==> config.mk <==
export PLATFORM = sky130hd
export DESIGN_NAME = mcce_top
export DESIGN_NICKNAME = d
export VERILOG_FILES = /design/src/verilog/mcce_pkg.sv /design/src/verilog/mcce_request_enc.sv /design/src/verilog/mcce_code_compose.sv /design/src/verilog/mcce_top.sv
export SDC_FILE = /design/constraint.sdc
export NUM_CORES = 1
export LEC_CHECK = 0
export BUFFER_PORTS_ARGS = -buffer_cell sky130_fd_sc_hd__buf_2
export CAP_MARGIN = 20
export CORE_UTILIZATION = 40
export DETAILED_ROUTE_END_ITERATION = 12
export HOLD_SLACK_MARGIN = 0.15
export PLACE_DENSITY_LB_ADDON = 0.08
export SYNTH_ARGS = -nofsm -noshare
export SYNTH_HDL_FRONTEND = slang
export SYNTH_SLANG_ARGS = --single-unit
==> constraint.sdc <==
create_clock -name CLK_SYS -period 1 [get_ports CLK_SYS]
set_input_delay 0.05 -clock CLK_SYS [delete_from_list [all_inputs] [get_ports CLK_SYS]]
set_output_delay 0.05 -clock CLK_SYS [all_outputs]
set_load 0.05 [all_outputs]
==> src/verilog/mcce_pkg.sv <==
package mcce_pkg;

    // ----------------------------------------------------------------
    // request field encodings
    // ----------------------------------------------------------------
    localparam logic [3:0] REQ_GENERIC_ERR  = 4'h0;
    localparam logic [3:0] REQ_GENERIC_RD   = 4'h1;
    localparam logic [3:0] REQ_GENERIC_WR   = 4'h2;
    localparam logic [3:0] REQ_DATA_READ    = 4'h3;
    localparam logic [3:0] REQ_DATA_WRITE   = 4'h4;
    localparam logic [3:0] REQ_INSTR_FETCH  = 4'h5;
    localparam logic [3:0] REQ_PREFETCH     = 4'h6;
    localparam logic [3:0] REQ_EVICTION     = 4'h7;
    localparam logic [3:0] REQ_SNOOP        = 4'h8;

    // ----------------------------------------------------------------
    // bus / interconnect sub-fields
    // ----------------------------------------------------------------
    localparam logic [1:0] PART_ORIGINATOR  = 2'h0;
    localparam logic [1:0] PART_ANSWERING   = 2'h1;
    localparam logic [1:0] PART_WATCHER     = 2'h2;
    localparam logic [1:0] PART_GENERIC     = 2'h3;
    localparam logic [1:0] MIO_MEMORY       = 2'h0;
    localparam logic [1:0] MIO_IO           = 2'h2;
    localparam logic [1:0] MIO_OTHER        = 2'h3;

    // ----------------------------------------------------------------
    // memory controller sub-fields
    // ----------------------------------------------------------------
    localparam logic [2:0] MTXN_UNSPEC      = 3'h0;
    localparam logic [2:0] MTXN_READ        = 3'h1;
    localparam logic [2:0] MTXN_WRITE       = 3'h2;
    localparam logic [2:0] MTXN_ADDR_CMD    = 3'h3;
    localparam logic [2:0] MTXN_SCRUB       = 3'h4;
    localparam logic [3:0] CHAN_MAX         = 4'hE;
    localparam logic [3:0] CHAN_NONE        = 4'hF;

    // ----------------------------------------------------------------
    // transaction class and level
    // ----------------------------------------------------------------
    localparam logic [1:0] TCLS_INSTR       = 2'h0;
    localparam logic [1:0] TCLS_DATA        = 2'h1;
    localparam logic [1:0] TCLS_GENERIC     = 2'h2;
    localparam logic [1:0] LVL_0            = 2'h0;
    localparam logic [1:0] LVL_2            = 2'h2;
    localparam logic [1:0] LVL_GENERIC      = 2'h3;

    // ----------------------------------------------------------------
    // code layout and fixed codes
    // ----------------------------------------------------------------
    localparam int         FILTER_BIT_POS   = 12;
    localparam logic [15:0] CODE_NONE       = 16'h0000;
    localparam logic [15:0] CODE_WRITEBACK  = 16'h017A;
    localparam logic [15:0] CODE_DATA_LOAD  = 16'h0134;
    localparam logic [15:0] CODE_INSTR_FTCH = 16'h0150;
    localparam logic [2:0]  MISC_MODE_PHYS  = 3'h2;
    localparam logic [2:0]  MISC_MODE_RESET = 3'h0;
    localparam logic [5:0]  MISC_LSB_RESET  = 6'h00;
    localparam logic [63:0] ADDR_RESET      = 64'h0000000000000000;

    // ----------------------------------------------------------------
    // types
    // ----------------------------------------------------------------
    typedef enum logic [2:0] {
        EV_BUS, EV_MEMCTL, EV_CACHE, EV_SCRUB, EV_WRITEBACK, EV_DATA_LOAD, EV_INSTR_FETCH
    } mcce_event_t;

    typedef enum logic [2:0] {
        ACT_UNKNOWN, ACT_READ, ACT_WRITE, ACT_PREFETCH, ACT_EVICT, ACT_SNOOP
    } mcce_action_t;

    typedef struct packed {
        mcce_event_t  kind;
        mcce_action_t action;
        logic         src_known;
        logic         is_instr;
        logic [1:0]   level;
        logic [1:0]   participation;
        logic         timed_out;
        logic [1:0]   space;
        logic [2:0]   mem_txn;
        logic [3:0]   channel;
        logic         chan_valid;
        logic [63:0]  phys_addr;
        logic [5:0]   addr_lsb;
    } mcce_err_t;

    typedef struct packed {
        logic        valid;
        logic        overflow;
        logic        uncorrected;
        logic        enabled;
        logic        misc_valid;
        logic        addr_valid;
        logic        ctx_corrupt;
        logic        signalling;
        logic        action_req;
        logic [15:0] arch_error_code;
    } mcce_status_t;

    typedef struct packed {
        logic [5:0] addr_lsb;
        logic [2:0] addr_mode;
    } mcce_misc_t;

endpackage

==> src/verilog/mcce_request_enc.sv <==
`timescale 1ns/1ps
module mcce_request_enc
    import mcce_pkg::*;
(
    // what is known about the failing action
    input  wire mcce_pkg::mcce_action_t action,
    input  wire logic                   src_known,
    input  wire logic                   is_instr,
    input  wire logic                   cache_err,
    // encoded request field
    output logic [3:0]                  request_type_field
);
    always_comb begin
        case (action)
            ACT_READ: begin
                if (!src_known)
                    request_type_field = REQ_GENERIC_RD;
                else if (is_instr)
                    request_type_field = REQ_INSTR_FETCH;
                else
                    request_type_field = REQ_DATA_READ;
            end
            ACT_WRITE: begin
                // instruction stream never writes, so unknown source stays generic
                if (src_known && !is_instr)
                    request_type_field = REQ_DATA_WRITE;
                else
                    request_type_field = REQ_GENERIC_WR;
            end
            ACT_PREFETCH: request_type_field = REQ_PREFETCH;
            ACT_EVICT:    request_type_field = cache_err ? REQ_EVICTION : REQ_GENERIC_ERR;
            ACT_SNOOP:    request_type_field = cache_err ? REQ_SNOOP : REQ_GENERIC_ERR;
            default:      request_type_field = REQ_GENERIC_ERR;
        endcase
    end
endmodule

==> src/verilog/mcce_code_compose.sv <==
`timescale 1ns/1ps
module mcce_code_compose
    import mcce_pkg::*;
(
    // error description and encoded request
    input  wire mcce_pkg::mcce_err_t err,
    input  wire logic [3:0]          request_type_field,
    // composed code
    output logic [15:0]              arch_error_code
);
    logic [1:0] space_fix;
    logic [3:0] chan_fix;
    logic [2:0] mtxn_fix;

    always_comb begin
        space_fix = (err.space == 2'h1) ? MIO_OTHER : err.space;
        chan_fix  = (err.chan_valid && err.channel <= CHAN_MAX) ? err.channel : CHAN_NONE;
        mtxn_fix  = (err.mem_txn > MTXN_SCRUB) ? MTXN_UNSPEC : err.mem_txn;
        // filter bit stays zero in every form built here
        case (err.kind)
            EV_BUS:
                arch_error_code = {4'h0, 1'b1, err.participation, err.timed_out,
                                   request_type_field, space_fix, err.level};
            EV_MEMCTL:
                arch_error_code = {8'h00, 1'b1, mtxn_fix, chan_fix};
            EV_SCRUB:
                arch_error_code = {8'h00, 1'b1, MTXN_SCRUB, chan_fix};
            EV_WRITEBACK:
                arch_error_code = CODE_WRITEBACK;
            EV_DATA_LOAD:
                arch_error_code = CODE_DATA_LOAD;
            EV_INSTR_FETCH:
                arch_error_code = CODE_INSTR_FTCH;
            EV_CACHE:
                arch_error_code = {7'h00, 1'b1, request_type_field,
                                   (err.src_known ? (err.is_instr ? TCLS_INSTR : TCLS_DATA) : TCLS_GENERIC),
                                   err.level};
            default:
                arch_error_code = CODE_NONE;
        endcase
    end
endmodule

==> src/verilog/mcce_top.sv <==
`timescale 1ns/1ps
module mcce_top
    import mcce_pkg::*;
#(
    parameter int NUM_LP = 4
)
(
    // clock and reset
    input  wire logic                CLK_SYS,
    input  wire logic                RST,
    input  wire logic                CE,
    // error report from the detecting logic
    input  wire logic                ERR_VALID,
    input  wire mcce_pkg::mcce_err_t ERR_INFO,
    input  wire logic [NUM_LP-1:0]   ERR_AFFECTED_LP,
    input  wire logic [NUM_LP-1:0]   BANK_SHARERS,
    input  wire logic                UCR_SUPPORTED,
    // software side of the bank
    input  wire logic                BANK_CLEAR,
    input  wire logic                GLOBAL_CLEAR,
    // logged bank
    output mcce_pkg::mcce_status_t   BANK_STATUS,
    output mcce_pkg::mcce_misc_t     BANK_MISC,
    output logic [63:0]              BANK_ADDR,
    output logic [NUM_LP-1:0]        BANK_VISIBLE,
    // global check status per logical processor
    output logic [NUM_LP-1:0]        RESTART_IP_VALID,
    output logic [NUM_LP-1:0]        ERROR_IP_VALID,
    output logic [NUM_LP-1:0]        CHECK_EXCEPTION
);
    import mcce_pkg::*;

    // ----------------------------------------------------------------
    // code composition
    // ----------------------------------------------------------------
    logic [3:0]   req_field;
    logic [15:0]  code_d;
    logic         cache_err;
    logic         no_action;
    logic         act_req;
    mcce_status_t status_d;
    mcce_status_t status_q;
    mcce_misc_t   misc_q;
    logic [63:0]  addr_q;
    logic [NUM_LP-1:0] visible_q;
    logic [NUM_LP-1:0] restart_ip_valid_q;
    logic [NUM_LP-1:0] error_ip_valid_q;
    logic [NUM_LP-1:0] mce_q;

    assign cache_err = (ERR_INFO.kind == EV_CACHE) || (ERR_INFO.kind == EV_WRITEBACK);
    assign no_action = (ERR_INFO.kind == EV_SCRUB) || (ERR_INFO.kind == EV_WRITEBACK);
    assign act_req   = (ERR_INFO.kind == EV_DATA_LOAD) || (ERR_INFO.kind == EV_INSTR_FETCH);

    mcce_request_enc u_req (
        .action             (ERR_INFO.action),
        .src_known          (ERR_INFO.src_known),
        .is_instr           (ERR_INFO.is_instr),
        .cache_err          (cache_err),
        .request_type_field (req_field)
    );

    mcce_code_compose u_code (
        .err                (ERR_INFO),
        .request_type_field (req_field),
        .arch_error_code    (code_d)
    );

    // ----------------------------------------------------------------
    // status flag pattern
    // ----------------------------------------------------------------
    always_comb begin
        status_d                 = '0;
        status_d.valid           = 1'b1;
        status_d.enabled         = 1'b1;
        status_d.arch_error_code = code_d;
        if (no_action || act_req) begin
            status_d.overflow    = 1'b0;
            status_d.uncorrected = 1'b1;
            status_d.misc_valid  = 1'b1;
            status_d.addr_valid  = 1'b1;
            status_d.ctx_corrupt = 1'b0;
            status_d.signalling  = 1'b1;
            status_d.action_req  = act_req;
        end
        // a second error over a live record marks overflow
        if (status_q.valid)
            status_d.overflow = 1'b1;
    end

    // ----------------------------------------------------------------
    // bank logging
    // ----------------------------------------------------------------
    // whole record lands on one edge so software never sees a torn log
    always_ff @(posedge CLK_SYS) begin
        if (RST) begin
            status_q <= '0;
        end else if (CE) begin
            if (ERR_VALID)
                status_q <= status_d;
            else if (BANK_CLEAR)
                status_q <= '0;
        end
    end

    always_ff @(posedge CLK_SYS) begin
        if (RST) begin
            misc_q <= '{addr_lsb: MISC_LSB_RESET, addr_mode: MISC_MODE_RESET};
            addr_q <= ADDR_RESET;
        end else if (CE && ERR_VALID) begin
            addr_q <= ERR_INFO.phys_addr;
            if (no_action || act_req) begin
                misc_q.addr_mode <= MISC_MODE_PHYS;
                misc_q.addr_lsb  <= ERR_INFO.addr_lsb;
            end else begin
                misc_q <= '{addr_lsb: MISC_LSB_RESET, addr_mode: MISC_MODE_RESET};
            end
        end
    end

    always_ff @(posedge CLK_SYS) begin
        if (RST) begin
            visible_q <= '0;
        end else if (CE) begin
            if (ERR_VALID)
                visible_q <= BANK_SHARERS;
            else if (BANK_CLEAR)
                visible_q <= '0;
        end
    end

    // ----------------------------------------------------------------
    // global check status and exception broadcast
    // ----------------------------------------------------------------
    always_ff @(posedge CLK_SYS) begin
        if (RST) begin
            restart_ip_valid_q <= '0;
            error_ip_valid_q <= '0;
            mce_q  <= '0;
        end else if (CE) begin
            if (ERR_VALID && (no_action || act_req) && UCR_SUPPORTED) begin
                mce_q <= '1;
                for (int i = 0; i < NUM_LP; i++) begin
                    if (act_req && ERR_AFFECTED_LP[i]) begin
                        restart_ip_valid_q[i] <= 1'b0;
                        error_ip_valid_q[i] <= (ERR_INFO.kind == EV_DATA_LOAD);
                    end else begin
                        restart_ip_valid_q[i] <= 1'b1;
                        error_ip_valid_q[i] <= 1'b0;
                    end
                end
            end else if (GLOBAL_CLEAR) begin
                restart_ip_valid_q <= '0;
                error_ip_valid_q <= '0;
                mce_q  <= '0;
            end
        end
    end

    assign BANK_STATUS      = status_q;
    assign BANK_MISC        = misc_q;
    assign BANK_ADDR        = addr_q;
    assign BANK_VISIBLE     = visible_q;
    assign RESTART_IP_VALID = restart_ip_valid_q;
    assign ERROR_IP_VALID   = error_ip_valid_q;
    assign CHECK_EXCEPTION  = mce_q;
endmodule

==> results.json <==
{
  "wl_per_cell_um": 15.0,
  "max_freq_mhz": 991,
  "die-area_um2": 10300,
  "synth_ff_type": "dfxtp_1",
  "status": "complete, but fails checks",
  "r2r_end": "BANK_VISIBLE[3]",
  "p_total_uw": 9180,
  "stdcell_area_um2": 6940,
  "ys_seq_area_share_pct": 50.8,
  "yosys-top-cells-area": "dfxtp_1 (51%), nand2_1 (13%), a21oi_1 (10%)",
  "required_ns": 1.29,
  "p_leak_uw": 0.00305,
  "hold_start": "ERR_INFO[87]",
  "grt_max_degree": 52,
  "via_per_inst": 4.91,
  "holdPathEnd": "BANK_STATUS[6]",
  "ff2ff_path_depth": 2,
  "critPathLaunchType": "input port",
  "yosysTopAreaCellShare_pct": 50.8,
  "drtPass1Iterations": 5,
  "setup_viol": 1,
  "ant_nets": 0,
  "multi_input_area_um2": 1700,
  "antenna_found_initial": 0,
  "grt_pass1_vias": 4339,
  "clk_pin_slew_ns": 0.10,
  "gp_congestion": 0.853,
  "syn_area_per_cell_um2": 8.23,
  "pre_cts_ws_ns": -0.178,
  "diodes": 0,
  "synth_edf_count": 0,
  "htree_levels": 3,
  "crit_path_max_fanout": 9,
  "numCtsBuffers": 9,
  "slowest_stage": "dlygate4sd3_1",
  "cts_tree": "built",
  "crit_chain": "dlygate4sd3_1 -> buf_2 -> o21ai_4 -> buf_4 -> a22oi_1 -> nor2_1",
  "grt.overflow.total": 0,
  "io_buffers": 214,
  "clk_latency_ns": 0.34,
  "cp_data_arrival_time_ns": 1.30,
  "drtIter0Drc": 162,
  "async_flop_share_pct": 0,
  "postRouteWirelength_um": 13800,
  "maxCapViolations": 0,
  "slew_violations": 0,
  "r2r_slack_ns": 0.25,
  "dpl_cell_area_um2": 5320,
  "powerDensity_nw_per_um2": 1320,
  "ys_warn_count": 0,
  "grt_pass1_wl_um": 20300,
  "area_delta_synth_final_pct": 76.1,
  "synth_top_cells_by_count": "nand2_1 (140), dfxtp_1 (100), a21oi_1 (80)",
  "post_cts_buffers": 0,
  "die_height_um": 101,
  "critPathMaxStageDelay_ns": 0.53,
  "yosysMostFrequentCell": "nand2_1",
  "critPathKind": "in2reg",
  "ctsRootBufferMaster": "clkbuf_8",
  "finalCriticalPeriod_ns": 1.01,
  "whs_ns": 0.131,
  "cts_hold_buf": 92,
  "drc": 0,
  "syn-instance-count": 479,
  "violations": "negative setup slack",
  "ff_latch_area_um2": 2030,
  "layout-drive-gt1-share_pct": 37.3,
  "fp-row-count": 35,
  "worst-path-buf-inv": 3,
  "skew_ns": 0.0000425,
  "min_path_type": "in2reg",
  "end_kind": "flip-flop",
  "hold-path-cell-count": 4,
  "vias": 4529,
  "r2r-start": "BANK_VISIBLE[3]",
  "start_util_pct": 42.0,
  "path_delay_family": "buffers and inverters",
  "min_period_over_period_pct": 101,
  "netlist_area_um2": 3940,
  "rsz0062_at_grt": "yes",
  "setup_ws_ns": -0.00932,
  "synthDistinctLibCells": 46,
  "clock_sinks": 100,
  "ir_worst_vdd_v": 0.000815,
  "core_region_area_um2": 9370,
  "die_w_um": 101,
  "clock_path_buffers": 2,
  "yosys.area.top_type": "dfxtp_1",
  "track_usage_pct": 25.3,
  "final_nets": 897,
  "finalHoldViolations": 0,
  "io-pin-count": 222,
  "synth_seq_cells": 100,
  "hpwl_um": 8350,
  "num-fill-cells": 723
}
==> cells in the final DEF (no fill, tap or decap), types with 5 or more instances in the layout <==
master	instances
inv_1	5
buf_12	9
dfxtp_2	16
clkbuf_8	9
buf_2	107
a22o_1	5
buf_4	86
buf_6	48
a22oi_1	15
a311oi_1	6
nand2_1	139
dfxtp_1	81
dlygate4sd3_1	90
a21oi_1	80
nor2_1	25
conb_1	7
==> where the power goes <==
group | total, uW | switching (uW) | internal [uW]
logic | 2280 | 1320 | 959
clock network | 2640 | 1460 | 1190
registers | 4260 | 113 | 4150
==> per-stage QoR <==
| stage | setup TNS, ns | util [%] | cells |
|---|---|---|---|
| CTS | -0.447 | 71.5 | 923 |
| global placement | -5.07 | 56.7 | 815 |
| finish | -0.00932 | 74.0 | 923 |
| floorplan | 0 | - | 485 |
| detailed placement | -6.63 | 56.7 | 815 |
| global route | -0.0803 | 74.0 | 923 |
==> sequential cells by signal, summed over array words and instances, names as in the netlist <==
| register | cells |
|---|---|
| BANK_STATUS | 16 |
| RESTART_IP_VALID | 4 |
| BANK_MISC | 7 |
| BANK_ADDR | 64 |
| ERROR_IP_VALID | 4 |
| CHECK_EXCEPTION | 1 |
| BANK_VISIBLE | 4 |
==> area by class of cell <==
cell class | instances | share of cell area [%]
clock buffer | 10 | 1.84
clock inverter | 6 | 1.05
inverter | 5 | 0.270
multi-input combinational | 331 | 24.5
sequential | 100 | 29.3
tap | 129 | 2.33
timing repair buffer | 342 | 40.8
==> worst max path at each step <==
stage / start / end / slack [ns] / cells after the start
after floorplan: ERR_INFO[90] / BANK_STATUS[5] / 0.005 / 5
after global placement: ERR_INFO[92] / BANK_MISC[4] / -0.13 / 7
after detailed placement: ERR_INFO[92] / RESTART_IP_VALID[3] / -0.18 / 6
after CTS: CHECK_EXCEPTION[2] / CHECK_EXCEPTION[1] / -0.06 / 1
after global routing: BANK_ADDR[30] / BANK_ADDR[30] / -0.02 / 1
final: BANK_CLEAR / BANK_VISIBLE[3] / -0.009 / 6
==> kinds of logic (layout without fill, tap and decap cells) <==
group,count (synthesis),count (layout),synth area share (%)
muxes,1,1,0.286
buffers and inverters,54,363,7.43
DFF,100,100,50.8
xor gates and xnor gates,2,2,0.445
AOI/OAI and AO/OA,129,129,20.2
and+or+nand+nor,192,192,20.7
other,1,7,0.0952
==> what timing repair did <==
item / in CTS / in global routing
setup endpoints to repair: 107 / 62
pin swaps: 0 / 1
resized for setup: 105 / 79
endpoints found under the hold margin: 91 / 1
==> worst register-to-register path, stage by stage, from the launching register on <==
cell and delay [ns]:
dfxtp_1 0.35, a22oi_1 0.21, nor2_1 0.08
==> routing by layer <==
metal | GRT usage, % | share of wire [%] | wire length (um)
met5 | 0 | 0 | 0
met1 | 27.9 | 39 | 5390
met2 | 47.3 | 53 | 7260
met4 | 10.5 | 2.4 | 330
met3 | 4.76 | 6.1 | 842
No activity file was read; power rests on OpenSTA's default activity.
